### config.mk
export PLATFORM = sky130hd
export DESIGN_NAME = trigger_event_timer_counter
export DESIGN_NICKNAME = d
export VERILOG_FILES = /design/src/tc_unused.sv /design/src/tc_pkg.sv /design/src/input_noise_filter.sv /design/src/trigger_event_timer_counter.sv
export VERILOG_INCLUDE_DIRS = /design/src
export SDC_FILE = /design/constraint.sdc
export NUM_CORES = 1
export LEC_CHECK = 0
export ABC_AREA = 1
export BUFFER_PORTS_ARGS = -buffer_cell sky130_fd_sc_hd__buf_2
export CORE_MARGIN = 10
export CORE_UTILIZATION = 39
export CTS_BUF_LIST = sky130_fd_sc_hd__clkbuf_4 sky130_fd_sc_hd__clkbuf_8
export DETAILED_ROUTE_END_ITERATION = 12
export GPL_TIMING_DRIVEN = 0
export SLEW_MARGIN = 40
export SYNTH_ARGS = -nofsm -noshare
export SYNTH_HDL_FRONTEND = slang
export SYNTH_HIERARCHICAL = 1
export SYNTH_SLANG_ARGS = --single-unit
### constraint.sdc
create_clock -name clk -period 5.7 [get_ports clk]
set_input_delay 0.57 -clock clk [delete_from_list [all_inputs] [get_ports clk]]
set_output_delay 0.57 -clock clk [all_outputs]
set_load 0.02 [all_outputs]
### src/tc_defs.svh
`ifndef TC_DEFS_SVH
`define TC_DEFS_SVH

// ----------------------------------------
// Register offsets (byte wide registers)
// ----------------------------------------
`define TC_ADDR_CTRL 3'h0
`define TC_ADDR_CMPA_LO 3'h1
`define TC_ADDR_CMPA_HI 3'h2
`define TC_ADDR_CAPB_LO 3'h3
`define TC_ADDR_CAPB_HI 3'h4
`define TC_ADDR_CNT_LO 3'h5
`define TC_ADDR_CNT_HI 3'h6
`define TC_ADDR_STATUS 3'h7

// ----------------------------------------
// Control register fields
// ----------------------------------------
`define TC_MODE_LSB 0
`define TC_MODE_MSB 1
`define TC_SRC_LSB 2
`define TC_SRC_MSB 3
`define TC_START_LSB 4
`define TC_START_MSB 5
`define TC_ACAP_BIT 6
`define TC_STOPSEL_BIT 7

// ----------------------------------------
// Reset values
// ----------------------------------------
`define TC_CTRL_RST 8'h00
`define TC_CMPA_RST 16'hffff
`define TC_CAPB_RST 16'h0000

// ----------------------------------------
// Prescaler exponents (tick = clk / 2**n)
// ----------------------------------------
`define TC_DIV_C00 4'd11
`define TC_DIV_C00_X2 4'd12
`define TC_DIV_C01 4'd7
`define TC_DIV_C01_X2 4'd8
`define TC_DIV_C10 4'd3
`define TC_DIV_C10_X2 4'd4
`define TC_DIV_SLOW 4'd3

// ----------------------------------------
// Input noise filter, in clk periods
// ----------------------------------------
`define TC_FILT_REJECT_PER 4
`define TC_FILT_MIN_PER 12
`define TC_FILT_CYC 4'd8

`endif

### src/tc_unused.sv
`timescale 1ns/100ps

### src/tc_pkg.sv
package tc_pkg;

   typedef enum logic [1:0] {
      OPM_TIMER = 2'b00,
      OPM_WINDOW = 2'b01,
      OPM_PULSE = 2'b10,
      OPM_PPG = 2'b11
   } op_mode_t;

   typedef enum logic [1:0] {
      START_STOP = 2'b00,
      START_CMD = 2'b01,
      START_RISE = 2'b10,
      START_FALL = 2'b11
   } start_t;

   typedef enum logic [1:0] {
      SRC_DIV_SLOW = 2'b00,
      SRC_DIV_MID = 2'b01,
      SRC_DIV_FAST = 2'b10,
      SRC_PIN = 2'b11
   } src_sel_t;

   typedef enum logic {
      TRG_IDLE = 1'b0,
      TRG_RUN = 1'b1
   } trig_state_t;

endpackage

### src/input_noise_filter.sv
`timescale 1ns/100ps
`include "tc_defs.svh"

module input_noise_filter (
   // Clock and reset
   input wire logic clk,
   input wire logic rst_n,
   // Level in, already synchronised
   input wire logic level_in,
   input wire logic bypass,
   // Filtered level
   output logic level_out
);

   logic [3:0] stable_q;

   // ----------------------------------------
   // Stability counter
   // ----------------------------------------
   // A level must hold for a number of clk periods between the reject
   // and the guaranteed width before it is passed on.
   always_ff @(posedge clk or negedge rst_n) begin
      if (!rst_n) begin
         stable_q <= 4'h0;
      end else if (level_in == level_out) begin
         stable_q <= 4'h0;
      end else begin
         stable_q <= stable_q + 4'h1;
      end
   end

   always_ff @(posedge clk or negedge rst_n) begin
      if (!rst_n) begin
         level_out <= 1'b0;
      end else if (bypass) begin
         level_out <= level_in; // [RL12]
      end else if (stable_q == `TC_FILT_CYC - 4'h1 && level_in != level_out) begin
         level_out <= level_in; // [RL11]
      end
   end

endmodule

### src/trigger_event_timer_counter.sv
// Chosen here: strobed register access and the address map.
`timescale 1ns/100ps
`include "tc_defs.svh"

// What this block does
// [RL1] Six modes exist; only mode code 00 counts here, others hold counter cleared.
// [RL2] Timer mode counts source ticks; compare A match interrupts, clears, continues.
// [RL3] Auto-capture enable copies the counter into capture B each source tick.
// [RL4] Software waits one source tick after enabling capture before first read.
// [RL5] Software reads capture B only while running with capture enabled.
// [RL6] External trigger mode idles until the chosen pin edge, then counts ticks.
// [RL7] External trigger match clears, halts and interrupts, for both stop settings.
// [RL8] Stop select 1: opposite edge before match clears and halts, no interrupt.
// [RL9] Stop select 1: halted counter restarts from zero on next trigger edge.
// [RL10] Stop select 0: opposite edges ignored; trigger edges ignored while counting.
// [RL11] Pin filter rejects pulses up to four clocks; twelve guarantee detection.
// [RL12] Low-frequency modes bypass the filter; pulses need one machine cycle.
// [RL13] Event mode counts the chosen pin edge; match clears, interrupts, continues.
// [RL14] Event mode match is evaluated on the edge opposite the counting edge.
// [RL15] Source holds each pin level for at least two machine cycles.
// [RL16] Event mode auto-capture behaves as in timer mode.
// [RL17] Start control: 00 stop/clear, 01 command, 10 rising, 11 falling.
// [RL18] Source codes 00..10 are divided clocks, 11 the pin; slow allows 00.
// [RL19] Compare A loads at the first source tick after its upper byte write; while stopped it loads on the next clock.
// [RL20] Software changes configuration only while start control is 00.
// [RL21] Counter, compare A and capture B are sixteen bits, full equality compare.
// [RL22] Mode 00 covers timer, trigger and event; start and source choose.

module trigger_event_timer_counter (
   // Clock and reset
   input wire logic clk,
   input wire logic reset_n,
   // Register port
   input wire logic [2:0] reg_addr,
   input wire logic [7:0] reg_wdata,
   input wire logic reg_write,
   input wire logic reg_read,
   output logic [7:0] reg_rdata,
   // Clock mode
   input wire logic low_freq_mode,
   input wire logic prescaler_stage_select,
   // Pin and event
   input wire logic timer_input_pin,
   output logic timer_match_interrupt
);

   logic rst_meta_q, rst_n_q;
   logic pin_meta_q, pin_sync_q, pin_filt, pin_prev_q;
   logic [11:0] pre_q;
   logic [7:0] ctrl_q;
   logic [7:0] cmpa_lo_q;
   logic [7:0] pend_hi_q;
   logic [15:0] cmpa_q, cnt_q, capb_q;
   logic load_pend_q;
   tc_pkg::trig_state_t trg_q;
   logic [3:0] div_exp;
   logic [11:0] div_mask;
   logic div_tick, rise, fall, cnt_edge, opp_edge, trig_edge;
   logic timer_mode, ext_mode, event_mode, active, src_tick, match;
   tc_pkg::start_t start;
   tc_pkg::src_sel_t src;

   // ----------------------------------------
   // Reset release and pin synchroniser
   // ----------------------------------------
   always_ff @(posedge clk or negedge reset_n) begin
      if (!reset_n) begin
         rst_meta_q <= 1'b0;
         rst_n_q <= 1'b0;
      end else begin
         rst_meta_q <= 1'b1;
         rst_n_q <= rst_meta_q;
      end
   end

   always_ff @(posedge clk or negedge rst_n_q) begin
      if (!rst_n_q) begin
         pin_meta_q <= 1'b0;
         pin_sync_q <= 1'b0;
      end else begin
         pin_meta_q <= timer_input_pin;
         pin_sync_q <= pin_meta_q;
      end
   end

   input_noise_filter u_filter (
      .clk(clk),
      .rst_n(rst_n_q),
      .level_in(pin_sync_q),
      .bypass(low_freq_mode), // [RL12]
      .level_out(pin_filt) // [RL11]
   );

   always_ff @(posedge clk or negedge rst_n_q) begin
      if (!rst_n_q) begin
         pin_prev_q <= 1'b0;
      end else begin
         pin_prev_q <= pin_filt;
      end
   end

   assign rise = pin_filt & ~pin_prev_q;
   assign fall = ~pin_filt & pin_prev_q;

   // ----------------------------------------
   // Mode decode
   // ----------------------------------------
   assign start = tc_pkg::start_t'(ctrl_q[`TC_START_MSB:`TC_START_LSB]);
   assign src = tc_pkg::src_sel_t'(ctrl_q[`TC_SRC_MSB:`TC_SRC_LSB]);
   // Only the combined timer mode code counts here
   assign active = ctrl_q[`TC_MODE_MSB:`TC_MODE_LSB] == tc_pkg::OPM_TIMER
      && start != tc_pkg::START_STOP; // [RL1] [RL22]
   assign event_mode = active && src == tc_pkg::SRC_PIN; // [RL22]
   assign timer_mode = active && !event_mode
      && start == tc_pkg::START_CMD; // [RL22]
   assign ext_mode = active && !event_mode && start[1]; // [RL22]
   // Command start on the pin source counts rising edges
   assign cnt_edge = (start == tc_pkg::START_FALL) ? fall : rise; // [RL13]
   assign opp_edge = (start == tc_pkg::START_FALL) ? rise : fall; // [RL14]
   assign trig_edge = cnt_edge; // [RL6]

   // ----------------------------------------
   // Prescaler and source tick
   // ----------------------------------------
   always_ff @(posedge clk or negedge rst_n_q) begin
      if (!rst_n_q) begin
         pre_q <= 12'h000;
      end else begin
         pre_q <= pre_q + 12'h001;
      end
   end

   always_comb begin
      div_exp = `TC_DIV_C00;
      unique case (src)
         tc_pkg::SRC_DIV_SLOW: begin
            if (low_freq_mode) begin
               div_exp = `TC_DIV_SLOW;
            end else begin
               div_exp = prescaler_stage_select ? `TC_DIV_C00_X2 : `TC_DIV_C00;
            end
         end
         tc_pkg::SRC_DIV_MID: begin
            div_exp = prescaler_stage_select ? `TC_DIV_C01_X2 : `TC_DIV_C01;
         end
         tc_pkg::SRC_DIV_FAST: begin
            div_exp = prescaler_stage_select ? `TC_DIV_C10_X2 : `TC_DIV_C10;
         end
         tc_pkg::SRC_PIN: begin
            div_exp = `TC_DIV_C00;
         end
      endcase
   end

   assign div_mask = 12'((13'h0001 << div_exp) - 13'h0001);
   // Divided codes other than 00 give no tick in the low-frequency modes
   assign div_tick = (pre_q & div_mask) == div_mask
      && (!low_freq_mode || src == tc_pkg::SRC_DIV_SLOW); // [RL18]
   assign src_tick = event_mode ? cnt_edge : div_tick; // [RL18]
   assign match = cnt_q == cmpa_q; // [RL21]

   // ----------------------------------------
   // Register writes
   // ----------------------------------------
   always_ff @(posedge clk or negedge rst_n_q) begin
      if (!rst_n_q) begin
         ctrl_q <= `TC_CTRL_RST;
      end else if (reg_write && reg_addr == `TC_ADDR_CTRL) begin
         ctrl_q <= reg_wdata;
      end
   end

   // The lower byte waits in a shadow so a half write never reaches compare
   always_ff @(posedge clk or negedge rst_n_q) begin
      if (!rst_n_q) begin
         cmpa_lo_q <= 8'h00;
         pend_hi_q <= 8'h00;
         load_pend_q <= 1'b0;
         cmpa_q <= `TC_CMPA_RST;
      end else begin
         if (reg_write && reg_addr == `TC_ADDR_CMPA_LO) begin
            cmpa_lo_q <= reg_wdata;
         end
         // A fresh upper byte write re-arms the load and wins over a tick
         if (reg_write && reg_addr == `TC_ADDR_CMPA_HI) begin
            load_pend_q <= 1'b1; // [RL19]
            pend_hi_q <= reg_wdata;
         end else if (load_pend_q && (src_tick || !active)) begin
            load_pend_q <= 1'b0; // [RL19]
            cmpa_q <= {pend_hi_q, cmpa_lo_q}; // [RL19]
         end
      end
   end

   // ----------------------------------------
   // Counter, trigger state and match event
   // ----------------------------------------
   always_ff @(posedge clk or negedge rst_n_q) begin
      if (!rst_n_q) begin
         cnt_q <= 16'h0000;
         trg_q <= tc_pkg::TRG_IDLE;
         timer_match_interrupt <= 1'b0;
      end else begin
         timer_match_interrupt <= 1'b0;
         if (!active) begin
            cnt_q <= 16'h0000; // [RL17] [RL1]
            trg_q <= tc_pkg::TRG_IDLE;
         end else if (event_mode) begin
            if (opp_edge && match) begin
               cnt_q <= 16'h0000; // [RL14]
               timer_match_interrupt <= 1'b1; // [RL13]
            end else if (cnt_edge) begin
               cnt_q <= cnt_q + 16'h0001; // [RL13]
            end
         end else if (ext_mode) begin
            unique case (trg_q)
               tc_pkg::TRG_IDLE: begin
                  cnt_q <= 16'h0000;
                  if (trig_edge) begin
                     trg_q <= tc_pkg::TRG_RUN; // [RL6] [RL9]
                  end
               end
               tc_pkg::TRG_RUN: begin
                  if (src_tick && match) begin
                     cnt_q <= 16'h0000; // [RL7]
                     trg_q <= tc_pkg::TRG_IDLE;
                     timer_match_interrupt <= 1'b1;
                  end else if (ctrl_q[`TC_STOPSEL_BIT] && opp_edge) begin
                     cnt_q <= 16'h0000; // [RL8]
                     trg_q <= tc_pkg::TRG_IDLE;
                  end else if (src_tick) begin
                     cnt_q <= cnt_q + 16'h0001; // [RL10]
                  end
               end
            endcase
         end else if (timer_mode && src_tick) begin
            if (match) begin
               cnt_q <= 16'h0000; // [RL2]
               timer_match_interrupt <= 1'b1;
            end else begin
               cnt_q <= cnt_q + 16'h0001; // [RL2]
            end
         end
      end
   end

   // ----------------------------------------
   // Auto-capture
   // ----------------------------------------
   // Capture follows the counter one tick late; a read right after the
   // enable bit is set may still show the old value.
   always_ff @(posedge clk or negedge rst_n_q) begin
      if (!rst_n_q) begin
         capb_q <= `TC_CAPB_RST;
      end else if (ctrl_q[`TC_ACAP_BIT] && (timer_mode || event_mode)
         && src_tick) begin
         capb_q <= cnt_q; // [RL3] [RL16] [RL4] [RL5]
      end
   end

   // ----------------------------------------
   // Register reads
   // ----------------------------------------
   always_ff @(posedge clk or negedge rst_n_q) begin
      if (!rst_n_q) begin
         reg_rdata <= 8'h00;
      end else if (reg_read) begin
         unique case (reg_addr)
            `TC_ADDR_CTRL: reg_rdata <= ctrl_q;
            `TC_ADDR_CMPA_LO: reg_rdata <= cmpa_q[7:0];
            `TC_ADDR_CMPA_HI: reg_rdata <= cmpa_q[15:8];
            `TC_ADDR_CAPB_LO: reg_rdata <= capb_q[7:0];
            `TC_ADDR_CAPB_HI: reg_rdata <= capb_q[15:8];
            `TC_ADDR_CNT_LO: reg_rdata <= cnt_q[7:0];
            `TC_ADDR_CNT_HI: reg_rdata <= cnt_q[15:8];
            `TC_ADDR_STATUS: reg_rdata <= {6'h00, load_pend_q,
               ext_mode ? trg_q == tc_pkg::TRG_RUN : active};
         endcase
      end else begin
         reg_rdata <= 8'h00;
      end
   end
endmodule

* Yosys cells after proc, flatten, opt, wreduce, memory -nomap -nowiden
Index checks and enable logic that the tools add are counted.
** Storage, ports and cells
- Register bits :: 105
- Input port bits :: 18
- Output and inout port bits :: 9
- Logic and storage cells :: 126
** Cells by class
- Add/sub/neg operators :: 4
- Equality and inequality tests :: 22
- Shift-type cells :: 1
- Mux-type cells :: 42
- Bitwise operators :: 7
- Reductions and logical operators :: 32
** Operators with widths (count)
- $mux 16 :: 10
- $pmux 8 s8 :: 1
- $pmux 16 s2 :: 1
- $mux 1 :: 22
- $logic_and 1x1->1 :: 17
- $add 16x1->16 const B :: 1
- $eq 16x16->1 :: 1
- $pmux 4 s4 :: 1
- $add 12x1->12 const B :: 1
- $and 12x12->12 :: 1
- $eq 12x12->1 :: 1
- $eq 3x3->1 const B :: 4
- $mux 4 :: 3
- $shl 1x4->12 const A :: 1
- $sub 12x1->12 const B :: 1
- $mux 8 :: 1
- $ne 4x3->1 const B :: 2
- $ne 7x4->1 const B :: 1
- $eq 2x2->1 const B :: 3
- $eq 3x2->1 const B :: 2
- $mux 3 :: 2
- $reduce_bool 2->1 :: 3
- $add 4x1->4 const B :: 1
- $eq 2x1->1 const B :: 2
- 14 further kinds :: 25

* Logic depth before layout (Yosys ltp)
Gate-level depths: netlist of the first run.
- Word-level depth :: 16
- Gate-level depth with buffers :: 18
- Depth with buffers taken out :: 16

* Modules after synthesis
The synthesis of the first run kept the hierarchy.
** Modules (own cells, without submodules)
- trigger_event_timer_counter :: instances 1, cells an instance 628, area each 5097.4 um^2
- input_noise_filter :: instances 1, cells an instance 29, area each 249.0 um^2

* Least setup slack after synthesis of the first run
No wires, ideal clock.
- Path kind :: input to register
- From :: input port low_freq_mode
- To :: register cnt_q[14]
- Setup time :: 65 ps
- Arrival time :: 2143 ps
- Data required time :: 5635 ps
- Slack :: 3492 ps
- Stages :: 16
- Path buffers :: 1
- Path through :: o21ai_0 -> o21bai_1 -> ha_1 -> nor2_1 -> nor2_1 -> nand2_1 -> nor2_2 -> nand4_2 -> nand2_2 -> nand2_1 -> nand2_1 -> nand2_4 -> nor2_8 -> buf_8 -> nand3_1 -> nand2_1
** On the way
- Word-level cells in the longest chain between the ends :: 14
- Elaborated cells on any way between the ends :: 20
- Those cells by class :: add/sub (1); eq/ne (3); shift (1); mux (8); bitwise (1); reduce/logical (6)
** Ends and longest elaborated chain
- start: declaration :: RTL line trigger_event_timer_counter.sv:40 : input wire logic low_freq_mode,
- $mux 4 :: RTL line trigger_event_timer_counter.sv:137 : if (low_freq_mode) begin
- $pmux 4 s4 :: RTL line trigger_event_timer_counter.sv:135 : unique case (src)
- $shl 1x4->12 :: RTL line trigger_event_timer_counter.sv:155 : assign div_mask = 12'((13'h0001 << div_exp) - 13'h0001);
- $sub 12x1->12 :: RTL line trigger_event_timer_counter.sv:155
- $and 12x12->12 :: RTL line trigger_event_timer_counter.sv:157 : assign div_tick = (pre_q & div_mask) == div_mask
- $eq 12x12->1 :: RTL line trigger_event_timer_counter.sv:157
- $logic_and 1x1->1 (*) :: RTL line trigger_event_timer_counter.sv:158 : && (!low_freq_mode || src == tc_pkg::SRC_DIV_SLOW);
- $mux 1 (*) :: RTL line trigger_event_timer_counter.sv:159 : assign src_tick = event_mode ? cnt_edge : div_tick;
- $logic_and 1x1->1 :: RTL line trigger_event_timer_counter.sv:224 : if (src_tick && match) begin
- $mux 16 :: RTL line trigger_event_timer_counter.sv:224
- $pmux 16 s2 :: RTL line trigger_event_timer_counter.sv:216 : unique case (trg_q)
- $mux 16 :: RTL line trigger_event_timer_counter.sv:215 : end else if (ext_mode) begin
- $mux 16 :: RTL line trigger_event_timer_counter.sv:208 : end else if (event_mode) begin
- $mux 16 :: RTL line trigger_event_timer_counter.sv:205 : if (!active) begin
- end signal: assignment :: RTL line trigger_event_timer_counter.sv:213 : cnt_q <= cnt_q + 16'h0001;
- end signal: assignment :: RTL line trigger_event_timer_counter.sv:232 : cnt_q <= cnt_q + 16'h0001;
- end signal: assignment :: RTL line trigger_event_timer_counter.sv:241 : cnt_q <= cnt_q + 16'h0001;
- end: declaration :: RTL line trigger_event_timer_counter.sv:53 : logic [15:0] cmpa_q, cnt_q, capb_q;
Every way passes the cells marked *; elsewhere a longest branch is shown, timed or not.
A chain may end at the register's enable or synchronous reset.

* Worst setup path in the final report of the first run
- From :: register ctrl_q[2]
- To :: register cnt_q[15]
** On the way
- Word-level cells in the longest chain between the ends :: 14
- Elaborated cells on any way between the ends :: 28
- Those cells by class :: add/sub (1); eq/ne (7); shift (1); mux (7); bitwise (1); reduce/logical (11)
** Ends and longest elaborated chain
- start: declaration :: RTL line trigger_event_timer_counter.sv:50 : logic [7:0] ctrl_q;
- start signal: assignment :: RTL line trigger_event_timer_counter.sv:167 : ctrl_q <= `TC_CTRL_RST;
- start signal: assignment :: RTL line trigger_event_timer_counter.sv:169 : ctrl_q <= reg_wdata;
- $eq 2x2->1 (tied with other cells) :: RTL line trigger_event_timer_counter.sv:113, trigger_event_timer_counter.sv:135
- $pmux 4 s4 :: RTL line trigger_event_timer_counter.sv:135
- $shl 1x4->12 :: RTL line trigger_event_timer_counter.sv:155
- $sub 12x1->12 :: RTL line trigger_event_timer_counter.sv:155
- $and 12x12->12 :: RTL line trigger_event_timer_counter.sv:157
- $eq 12x12->1 :: RTL line trigger_event_timer_counter.sv:157
- $logic_and 1x1->1 :: RTL line trigger_event_timer_counter.sv:158
- $mux 1 :: RTL line trigger_event_timer_counter.sv:159
- $logic_and 1x1->1 :: RTL line trigger_event_timer_counter.sv:224
- $mux 16 :: RTL line trigger_event_timer_counter.sv:224
- $pmux 16 s2 :: RTL line trigger_event_timer_counter.sv:216
- $mux 16 :: RTL line trigger_event_timer_counter.sv:215
- $mux 16 :: RTL line trigger_event_timer_counter.sv:208
- $mux 16 :: RTL line trigger_event_timer_counter.sv:205
Several ways; a longest one is shown, not always the timed one.

==> metrics, run 1 <==
min-delay worst type flop to async pin; die area 0.0188 sq mm; Die W 137 um; sw frac 0.305; Syn Std Cell Area 0.00535 sq mm; Max-Cap Viols 0; CTS Sinks 105; Setup Crit Path Kind flop to flop; post_cts resized 0; initial antenna violation count 0; clk slew on worst S/H paths 0.10 ns; Cell Rows 42; Worst Skew 0.0101 ns; worst-path fanout max 10; clock latency on the worst-skew pair 0.38 ns; placed insts 861; worst vdd ir 0.000147 V; Synth warnings 6; routed wire length 12.8 mm; data arrival time of the critical path 2.84 ns; Design Area, Final 0.00600 sq mm; first-pass GRT wire length 21.4 mm; final setup TNS 0 ns; fin crit period 2.52 ns; DR WL/cell 14.5 um; # nets final 719; largest net degree at the start of global routing 40; Reg2Reg Setup Slack 3.18 ns; CTS tree done; leading post-synthesis cells by cell area dfrtp_1 42%, nand2_1 12%, dfstp_2 7.9%; Avg Synthesized Cell Area 8.14 sq um; RSZ-0062 raised after global routing no; Post-synth EDFFs 0; Final Hold Viols 0; GR Overflow Total 0; I/O pin total 27; Post-Syn Instances 657; cell taking the most area after synthesis dfrtp_1; FILL cells 1364; clock share of power 0.288; DR vias/cell 4.93; Tcrit/Tclk final 0.441; sequential share of the synthesized area 0.495; global router's overall resource usage 0.143; Yosys top cell area share 0.417; Post-synth ARST share 1.00; P per Cell Area 320 mW/mm^2; routed vias 4327; Yosys cell types 40; predominant post-synthesis flop cell dfrtp_1; power share of the combinational group 0.200; initial core utilization 0.401; Final Wtd Congestion 0.885; fmax 397 MHz; dpl cell area 0.00574 sq mm; area delta synth->final 12.2%; Max clock buf depth 2; CP required 6.02 ns; core area 0.0133 sq mm; drt initial violations 265; DRT Pass-1 Iters 5; #FFs+latches synth 105; DRT antenna net count 0; Max Slew Vio Count 0; Die Ht 137 um; Seq pwr share 0.512; launch point of the worst path ctrl_q[2]; layout cells sized above 1 0.157; Root Buffer clkbuf_8; CTS Buf Count 9; NetSw 0.000585 W; Cell Int Power 0.00133 W; Hold WS 0.267 ns; H-tree Lvls 3; status finished clean; reg2reg path depth 18; RR Endpoint cnt_q[15]; Buffers on Ports 25; DPL Wire Length 9.98 mm; fin cells 878; crit start category flop; Tot Pwr 0.00192 W; vias in the first global route 4318; leakage 3.02 nW; Max-slew headroom 0.541; crit path capture type flop; Worst R2R Start ctrl_q[2]; Antenna Cells 0; residual DRC count 0; Slew @ Worst Pin 0.684 ns; endpoints failing setup 0
[cell type report]
class / instances / area (sq um) / share of cell area
sequential: 105 / 2650 / 0.442
multi-input combinational: 439 / 2230 / 0.371
inverter: 96 / 362 / 0.0603
tap: 176 / 220 / 0.0367
timing repair buffer: 28 / 175 / 0.0292
clock buffer: 11 / 139 / 0.0232
buffer: 18 / 119 / 0.0198
clock inverter: 5 / 104 / 0.0173
[state kept, by name, indices dropped and copies added, names as in the netlist, 4 cells and up]
register and count:
cmpa_q 16, ctrl_q 8, reg_rdata 8, capb_q 16
cnt_q 16, pre_q 12, cmpa_lo_q 8, pend_hi_q 8
u_filter/stable_q 4
[synthesized netlist by cell type (2+ instances only)]
library cell    n
nor2_2          4
dfrtp_1        89
a221oi_1       10
nor3_2          4
o21ai_1         2
nand2_2         3
nand3_1        36
o21bai_1        2
nand2_1       177
inv_1          84
o22ai_1         2
nor3_1          7
nor2_1         52
a21oi_1        17
buf_6           3
clkbuf_1        4
o21ai_0        60
buf_4           2
dfstp_2        16
nand2_4         4
a31oi_1         5
buf_2           8
a41oi_1         2
nand3_2         4
nand4_1        10
xor2_1         23
inv_2          11
ha_1            4
[metrics by stage]
stage	utilization	setup WS (ns)
final	0.449	3.18
after global routing	0.449	2.92
after CTS	0.449	3.16
after detailed placement	0.430	3.07
after global placement	0.427	1.48
after floorplan	-	2.59
[cell families after synthesis]
| family | count (synthesis) | synth area share |
|---|---|---|
| compound gates | 103 | 0.109 |
| xor+xnor | 24 | 0.0407 |
| fa+ha+maj | 4 | 0.00936 |
| buf+inv | 114 | 0.0899 |
| flops | 105 | 0.495 |
| other cells | 1 | 0.000701 |
| simple gates | 306 | 0.255 |
[power by group through the flow]
stage          logic, W  clock network, W  registers, W
3_5_place_dp   0.000385                 0      0.000995
2_1_floorplan  0.000281                 0      0.000977
4_1_cts        0.000387          0.000567      0.000981
5_1_grt        0.000441          0.000599      0.000998
6_report       0.000384          0.000552      0.000984
3_3_place_gp   0.000365                 0       0.00100
[timing repair]
| item | 4_1_cts | 5_1_grt |
|---|---|---|
| hold buffers | 1 | 0 |
| buffers inserted | 0 | 0 |
| endpoints found under the hold margin | 2 | 0 |
| endpoints found under the setup margin | 0 | 0 |
[how the worst max path moves through the flow]
stage,to,slack [ns],depth (start not counted)
3_3_place_gp,pre_q[4],1.48,0
2_1_floorplan,capb_q[0],2.59,0
3_5_place_dp,capb_q[9],3.07,13
4_1_cts,cnt_q[15],3.16,18
5_1_grt,capb_q[6],2.92,14
6_report,cnt_q[15],3.18,18
[critical path, stage by stage, from the launching register on]
cell and delay [ns]:
dfrtp_1 0.38, buf_6 0.14, inv_1 0.08, o21ai_0 0.11
o21bai_1 0.18, ha_1 0.27, nor2_1 0.03, nor2_1 0.10
nand2_1 0.07, nor2_2 0.12, nand4_2 0.15, nand2_2 0.11
nand2_1 0.05, nand2_1 0.10, nand2_4 0.12, nor2_8 0.16
buf_8 0.15, nand3_1 0.07, nand2_1 0.07
[cell usage in the layout, fill, tap and decap left out, types with 3 or more instances in the layout]
cell,netlist,layout
xor2_1,23,23
nor2_1,52,52
a31oi_1,5,5
nand4_1,10,10
buf_2,8,33
inv_2,11,11
dfstp_2,16,16
a221oi_1,10,10
nor3_2,4,5
nand2_2,3,3
nand3_2,4,4
clkbuf_1,4,4
nor3_1,7,6
bufinv_16,0,3
nand2_1,177,177
nand2_4,4,4
clkbuf_8,0,9
o21ai_0,60,60
inv_1,84,84
dfrtp_1,89,88
a21oi_1,17,17
buf_6,3,3
nand3_1,36,36
ha_1,4,4
nor2_2,4,4
[metal layers]
layer,vias up,track usage,wire length [um]
met4,0,0.0615,318
met2,98,0.225,5810
li1,2174,-,-
met5,-,0,0
met3,21,0.0260,577
met1,2034,0.189,6070
Note: power is estimated with default switching activity, not from simulation.
==> run 2: changes to the inputs <==
==> constraint.sdc (replaced) <==
create_clock -name clk -period 2.58 [get_ports clk]
set_input_delay 0.258 -clock clk [delete_from_list [all_inputs] [get_ports clk]]
set_output_delay 0.258 -clock clk [all_outputs]
set_load 0.02 [all_outputs]
==> metrics, run 2 (synthesized netlist as in run 1, its figures left out) <==
dpl cell area 0.00574 sq mm (about the same); I/O pin total 27 (unchanged); GR Overflow Total 0 (unchanged); Worst Skew 0.0125 ns (was 0.0101 ns); drt initial violations 303 (was 265); vias in the first global route 4291 (was 4318); Cell Int Power 0.00284 W (was 0.00133 W); Seq pwr share 0.521 (was 0.512); Antenna Cells 0 (unchanged); largest net degree at the start of global routing 46 (was 40); crit start category flop (unchanged); first-pass GRT wire length 21.9 mm (was 21.4 mm); Hold WS 0.193 ns (was 0.267 ns); global router's overall resource usage 0.145 (was 0.143); DR vias/cell 5.00 (was 4.93); min-delay worst type primary input to flop (was flop to async pin); initial core utilization 0.401 (unchanged); die area 0.0188 sq mm (unchanged); area delta synth->final 13.5% (was 12.2%); fmax 418 MHz (was 397 MHz); clk slew on worst S/H paths 0.10 ns (about the same); layout cells sized above 1 0.174 (was 0.157); crit path capture type flop (unchanged); core area 0.0133 sq mm (unchanged); Setup Crit Path Kind flop to flop (unchanged); Die W 137 um (unchanged); clock share of power 0.257 (was 0.288); Final Hold Viols 0 (unchanged); initial antenna violation count 0 (unchanged); leakage 3.05 nW (was 3.02 nW); # nets final 728 (was 719); Buffers on Ports 25 (unchanged); most frequent cells in the layout 174 x nand2_1, 88 x dfrtp_1, 83 x inv_1 (was 177 x nand2_1, 88 x dfrtp_1, 84 x inv_1); status finished clean (unchanged); routed wire length 13.3 mm (was 12.8 mm); Slew @ Worst Pin 0.612 ns (was 0.684 ns); Cell Rows 42 (unchanged); Max clock buf depth 2 (unchanged); P per Cell Area 686 mW/mm^2 (was 320 mW/mm^2); Root Buffer clkbuf_8 (unchanged); Max Slew Vio Count 0 (unchanged); residual DRC count 0 (unchanged); CTS Buf Count 9 (unchanged); final setup TNS 0 ns (unchanged); NetSw 0.00132 W (was 0.000585 W); Tot Pwr 0.00416 W (was 0.00192 W); Max-slew headroom 0.590 (was 0.541); Die Ht 137 um (unchanged); FILL cells 1342 (was 1364); CTS Sinks 105 (unchanged); Max-Cap Viols 0 (unchanged); DRT Pass-1 Iters 5 (unchanged); Largest regs capb_q x16, cmpa_q x16, cnt_q x16 (unchanged); Core Util, Final 0.455 (was 0.449); DRT antenna net count 0 (unchanged); CTS tree done (unchanged); Reg area 0.00265 sq mm (unchanged); Tcrit/Tclk final 0.927 (was 0.441); routed vias 4437 (was 4327); worst vdd ir 0.000370 V (was 0.000147 V); Final Wtd Congestion 0.897 (was 0.885); worst-path fanout max 6 (was 10); most common cell after layout, fill and taps aside nand2_1 (unchanged); multi-input logic area 0.00224 sq mm (was 0.00223 sq mm); DR WL/cell 14.9 um (was 14.5 um); sw frac 0.317 (was 0.305); DPL Wire Length 10.1 mm (was 9.98 mm); clock latency on the worst-skew pair 0.37 ns (was 0.38 ns); H-tree Lvls 3 (unchanged); fin crit period 2.39 ns (was 2.52 ns); Design Area, Final 0.00607 sq mm (was 0.00600 sq mm); CP required 2.89 ns (was 6.02 ns); endpoints failing setup 0 (unchanged); data arrival time of the critical path 2.70 ns (was 2.84 ns); power share of the combinational group 0.222 (was 0.200)
==> run 2: changes by cell type in the layout (fill, tap and decap cells not counted), sizes merged <==
cell,before,now
clkbuf,15,16
clkinvlp,0,3
inv,96,95
dlygate4sd3,1,2
buf,41,49
bufinv,3,1
clkinv,2,1
==> run 2: stage by stage <==
step | cells | setup slack (ns)
after floorplan | 658 | 0.373
after global placement | 859 | 0.114
after detailed placement | 861 | 0.0169
after CTS | 882 | 0.00203
after global routing | 887 | -0.00141
final | 887 | 0.189
==> run 2: area by class of cell <==
class | count | share of cell area
Timing Repair Buffer | 37 | 0.0433
Clock buffer | 12 | 0.0262
Multi-Input combinational cell | 439 | 0.369
Buffer | 18 | 0.0198
Tap cell | 176 | 0.0363
Inverter | 96 | 0.0600
Clock inverter | 4 | 0.00866
Sequential cell | 105 | 0.437
==> run 2: final timing paths <==
| path | from | end | slack [ns] | cells after the start |
|---|---|---|---|---|
| setup / recovery | ctrl_q[2] | cnt_q[8] | 0.19 | 18 |
| hold / removal | reg_read | reg_rdata[0] | 0.19 | 3 |
| setup reg to reg | ctrl_q[2] | cnt_q[8] | 0.19 | 18 |
| hold reg to reg | rst_n_q | cnt_q[6] | 0.20 | 0 |
| max in group asynchronous | rst_n_q | cmpa_q[0] | 1.80 | 1 |
| min in group asynchronous | reset_n | rst_n_q | 0.20 | 2 |
==> run 2: repair_timing <==
item                       CTS  global route
hold buffers                 2             0
setup endpoints to repair    5            48
setup buffers                3             4
hold endpoints to repair     3             0
resized for setup            0            10
cloned                       0             1
pin swaps                    2             8
==> run 2: critical path, cell delays in order, from the launching register on <==
cell	delay (ns)
dfrtp_1	0.38
buf_6	0.13
inv_4	0.06
o21ai_2	0.05
o21bai_1	0.16
ha_1	0.29
nor2_1	0.04
nor2_1	0.10
nand2_1	0.08
nor2_2	0.09
nand4_2	0.12
nand2_2	0.14
nand2_2	0.06
nand2_2	0.09
nand2_4	0.10
nor2_8	0.16
clkbuf_16	0.17
nand3_1	0.06
nand2_1	0.06
==> run 2: routing by layer <==
metal  up-vias  global-route usage  share of wire
met5         -                   0              0
met4         0              0.0509          0.017
met3        14              0.0227          0.043
met2       127               0.226           0.47
met1      2113               0.199           0.47
li1       2183                   -              -
==> run 2: power groups by stage <==
| stage | combinational (W) | clock (W) | sequential (W) |
|---|---|---|---|
| 2_1_floorplan | 0.000620 | 0 | 0.00216 |
| 3_5_place_dp | 0.000862 | 0 | 0.00219 |
| 5_1_grt | 0.00105 | 0.00117 | 0.00220 |
| 6_report | 0.000925 | 0.00107 | 0.00217 |
| 4_1_cts | 0.000879 | 0.00111 | 0.00216 |
| 3_3_place_gp | 0.000807 | 0 | 0.00221 |
==> run 3: changes to the inputs <==
--- a/config.mk
+++ b/config.mk
@@ -6,13 +6,13 @@
 export SDC_FILE = /design/constraint.sdc
 export NUM_CORES = 1
 export LEC_CHECK = 0
-export ABC_AREA = 1
 export BUFFER_PORTS_ARGS = -buffer_cell sky130_fd_sc_hd__buf_2
 export CORE_MARGIN = 10
 export CORE_UTILIZATION = 39
 export CTS_BUF_LIST = sky130_fd_sc_hd__clkbuf_4 sky130_fd_sc_hd__clkbuf_8
 export DETAILED_ROUTE_END_ITERATION = 12
 export GPL_TIMING_DRIVEN = 0
+export MAX_ROUTING_LAYER = met4
 export SLEW_MARGIN = 40
 export SYNTH_ARGS = -nofsm -noshare
 export SYNTH_HDL_FRONTEND = slang
==> metrics, run 3 <==
Compound-Gate Fraction of Synth Area 0.145 (was 0.109); leading cell type by number of instances after synthesis dfrtp_1 (was nand2_1); Final Worst Setup Slack -0.0559 ns (was 0.189 ns); fin cells 708 (was 887); most common cell after layout, fill and taps aside dfrtp_1 (was nand2_1); pre-CTS setup slack -0.387 ns (was 0.0169 ns); failing checks setup timing; Syn Std Cell Area 0.00543 sq mm (was 0.00535 sq mm); synth cell count leaders 89 x dfrtp_1, 64 x mux2_2, 29 x nand2_1 (was 177 x nand2_1, 89 x dfrtp_1, 84 x inv_1); DR vias/cell 5.50 (was 5.00); Slew @ Worst Pin 0.740 ns (was 0.612 ns); Post-Syn Instances 471 (was 657); CTS Buf Count 9 (unchanged); Simple-Gate Fraction of Synth Area 0.120 (was 0.255); fin crit period 2.64 ns (was 2.39 ns); worst-path fanout max 10 (was 6); Die W 138 um (was 137 um); leading post-synthesis cells by cell area dfrtp_1 41%, mux2_2 13%, dfstp_2 7.7% (was dfrtp_1 42%, nand2_1 12%, dfstp_2 7.9%); multi-input logic area 0.00263 sq mm (was 0.00224 sq mm); initial antenna violation count 0 (unchanged); Setup Crit Path Kind flop to flop (unchanged); endpoints failing setup 17 (was 0); # nets final 545 (was 728); predominant post-synthesis flop cell dfrtp_1 (unchanged); largest family of logic cells by synthesized area multiplexers (was simple AND/OR/NAND/NOR gates); layer with the highest usage met2 (unchanged); most frequent cells in the layout 88 x dfrtp_1, 62 x mux2_2, 30 x buf_2 (was 174 x nand2_1, 88 x dfrtp_1, 83 x inv_1); area delta synth->final 15.3% (was 13.5%); P per Cell Area 699 mW/mm^2 (was 686 mW/mm^2); Largest regs capb_q x16, cmpa_q x16, cnt_q x16 (unchanged); cell taking the most area after synthesis dfrtp_1 (unchanged); crit start category flop (unchanged); met3 Track Usage GR 0.0297 (was 0.0227); H-tree Lvls 3 (unchanged); first-pass GRT wire length 21.1 mm (was 21.9 mm); Final Wtd Congestion 0.897 (about the same); min-delay worst type primary input to flop (unchanged); Root Buffer clkbuf_8 (unchanged); Max-slew headroom 0.505 (was 0.590); status finished with violations (was finished clean); routed vias 3893 (was 4437); clk slew on worst S/H paths 0.11 ns (was 0.10 ns); crit path capture type flop (unchanged); dpl cell area 0.00584 sq mm (was 0.00574 sq mm); Synth warnings 6 (unchanged); global router's overall resource usage 0.145 (about the same); RSZ-0062 raised after global routing yes; layout cells sized above 1 0.350 (was 0.174); Tcrit/Tclk final 1.02 (was 0.927); I/O pin total 27 (unchanged); worst vdd ir 0.000634 V (was 0.000370 V); DR WL/cell 18.3 um (was 14.9 um); #FFs+latches synth 105 (unchanged); Post-synth EDFFs 0 (unchanged); post-synthesis xor/xnor area fraction 0.0452 (was 0.0407); drt initial violations 261 (was 303); met2 usage 0.212 (was 0.226); leakage 2.75 nW (was 3.05 nW); DPL Wire Length 9.24 mm (was 10.1 mm); routed wire length 12.9 mm (was 13.3 mm); CP required 2.85 ns (was 2.89 ns); Buffers on Ports 25 (unchanged); FILL cells 1313 (was 1342); DRT antenna net count 0 (unchanged); clock latency on the worst-skew pair 0.39 ns (was 0.37 ns); sequential share of the synthesized area 0.488 (was 0.495); GR Overflow Total 0 (unchanged); Final Hold Viols 0 (unchanged); Yosys top cell area share 0.411 (was 0.417); placed insts 679 (was 861); Avg Synthesized Cell Area 11.5 sq um (was 8.14 sq um); die area 0.0190 sq mm (was 0.0188 sq mm); Yosys cell types 66 (was 40); Worst Skew 0.0168 ns (was 0.0125 ns); M1 GR Usage 0.194 (was 0.199); Max clock buf depth 2 (unchanged); Max Slew Vio Count 0 (unchanged); core area 0.0138 sq mm (was 0.0133 sq mm); DRT Pass-1 Iters 5 (unchanged); initial core utilization 0.394 (was 0.401); residual DRC count 0 (unchanged); Post-synth ARST share 1.00 (unchanged); post-synthesis mux area share 0.152 (was 0); data arrival time of the critical path 2.90 ns (was 2.70 ns); fmax 379 MHz (was 418 MHz); vias in the first global route 3895 (was 4291); Reg area 0.00265 sq mm (unchanged); Die Ht 138 um (was 137 um); Max-Cap Viols 0 (unchanged); CTS Sinks 105 (unchanged); Synth Area in Adders 0.00923 (was 0.00936); Cell Rows 43 (was 42); Design Area, Final 0.00625 sq mm (was 0.00607 sq mm); largest net degree at the start of global routing 40 (was 46); CTS tree done (unchanged); Antenna Cells 0 (unchanged)
==> run 3: cell count changes after synthesis, sizes merged, moves of 24 or more <==
| cell | previous run | this run |
|---|---|---|
| nand2 | 184 | 29 |
| inv | 95 | 11 |
| mux2 | 0 | 67 |
| o21ai | 62 | 24 |
| nor2 | 58 | 25 |
| nand3 | 40 | 16 |
==> run 3: per-layer routing <==
layer	share of wire	routed length (um)
met1	0.46	6010
met2	0.47	6030
met3	0.047	604
met4	0.022	288
met5	0	0
==> run 3: kinds of logic (layout without fill, tap and decap cells) <==
family / Yosys count / count (layout)
buf+inv: 40 / 96
compound gates: 102 / 102
simple gates: 118 / 118
xor+xnor: 28 / 28
fa+ha+maj: 4 / 4
other cells: 1 / 2
mux: 73 / 73
flops: 105 / 105
==> run 3: through the flow <==
step	util	setup TNS, ns	hold WS [ns]	total power, W
finish	0.454	-0.290	0.123	0.00437
global route	0.454	-3.10	0.100	0.00464
CTS	0.451	-0.815	0.104	0.00439
detailed placement	0.424	-9.87	0.0456	0.00330
global placement	0.421	-8.55	0.0429	0.00326
floorplan	-	0	-0.0376	0.00297
==> run 3: critical path, cell delays in order, from the launching register on <==
cell      delay, ns
dfrtp_1        0.39
buf_4          0.18
nand2b_1       0.20
ha_4           0.20
mux2_4         0.29
a221o_1        0.36
a21oi_4        0.18
buf_6          0.14
a22oi_2        0.10
buf_6          0.17
a221o_1        0.32
==> run 3: path summary, 6_finish.rpt <==
kind | from | to | slack [ns] | cells after the start
worst max-delay path | ctrl_q[2] | cnt_q[6] | -0.06 | 10
worst min-delay path | reg_wdata[0] | pend_hi_q[0] | 0.12 | 2
worst max register to register | ctrl_q[2] | cnt_q[6] | -0.06 | 10
worst min register to register | rst_n_q | ctrl_q[1] | 0.27 | 0
max in group asynchronous | rst_n_q | cmpa_q[7] | 1.70 | 1
min in group asynchronous | reset_n | rst_n_q | 0.17 | 2
==> run 3: area by class of cell <==
type / count / area share
plain buffers: 25 / 0.0294
clock inverters: 6 / 0.00980
well taps: 180 / 0.0360
clock buffers: 10 / 0.0210
repair buffers: 44 / 0.0528
inverters: 11 / 0.00660
multi-input cells: 327 / 0.420
flip-flops and latches: 105 / 0.424
==> run 3: repair_timing <==
action,in CTS,in global routing
gates resized for setup,19,3
cloned,2,1
pin swaps,8,1
buffers inserted,11,1
endpoints found under the hold margin,3,0
hold buffers,2,0
setup endpoints to repair,43,50
==> run 3: where the power goes <==
| group | leakage [nW] | internal, W | total (W) | switching (W) |
|---|---|---|---|---|
| combinational | 1.32 | 0.000530 | 0.00105 | 0.000519 |
| clock | 0.0956 | 0.000385 | 0.00100 | 0.000617 |
| sequential | 1.33 | 0.00200 | 0.00232 | 0.000318 |
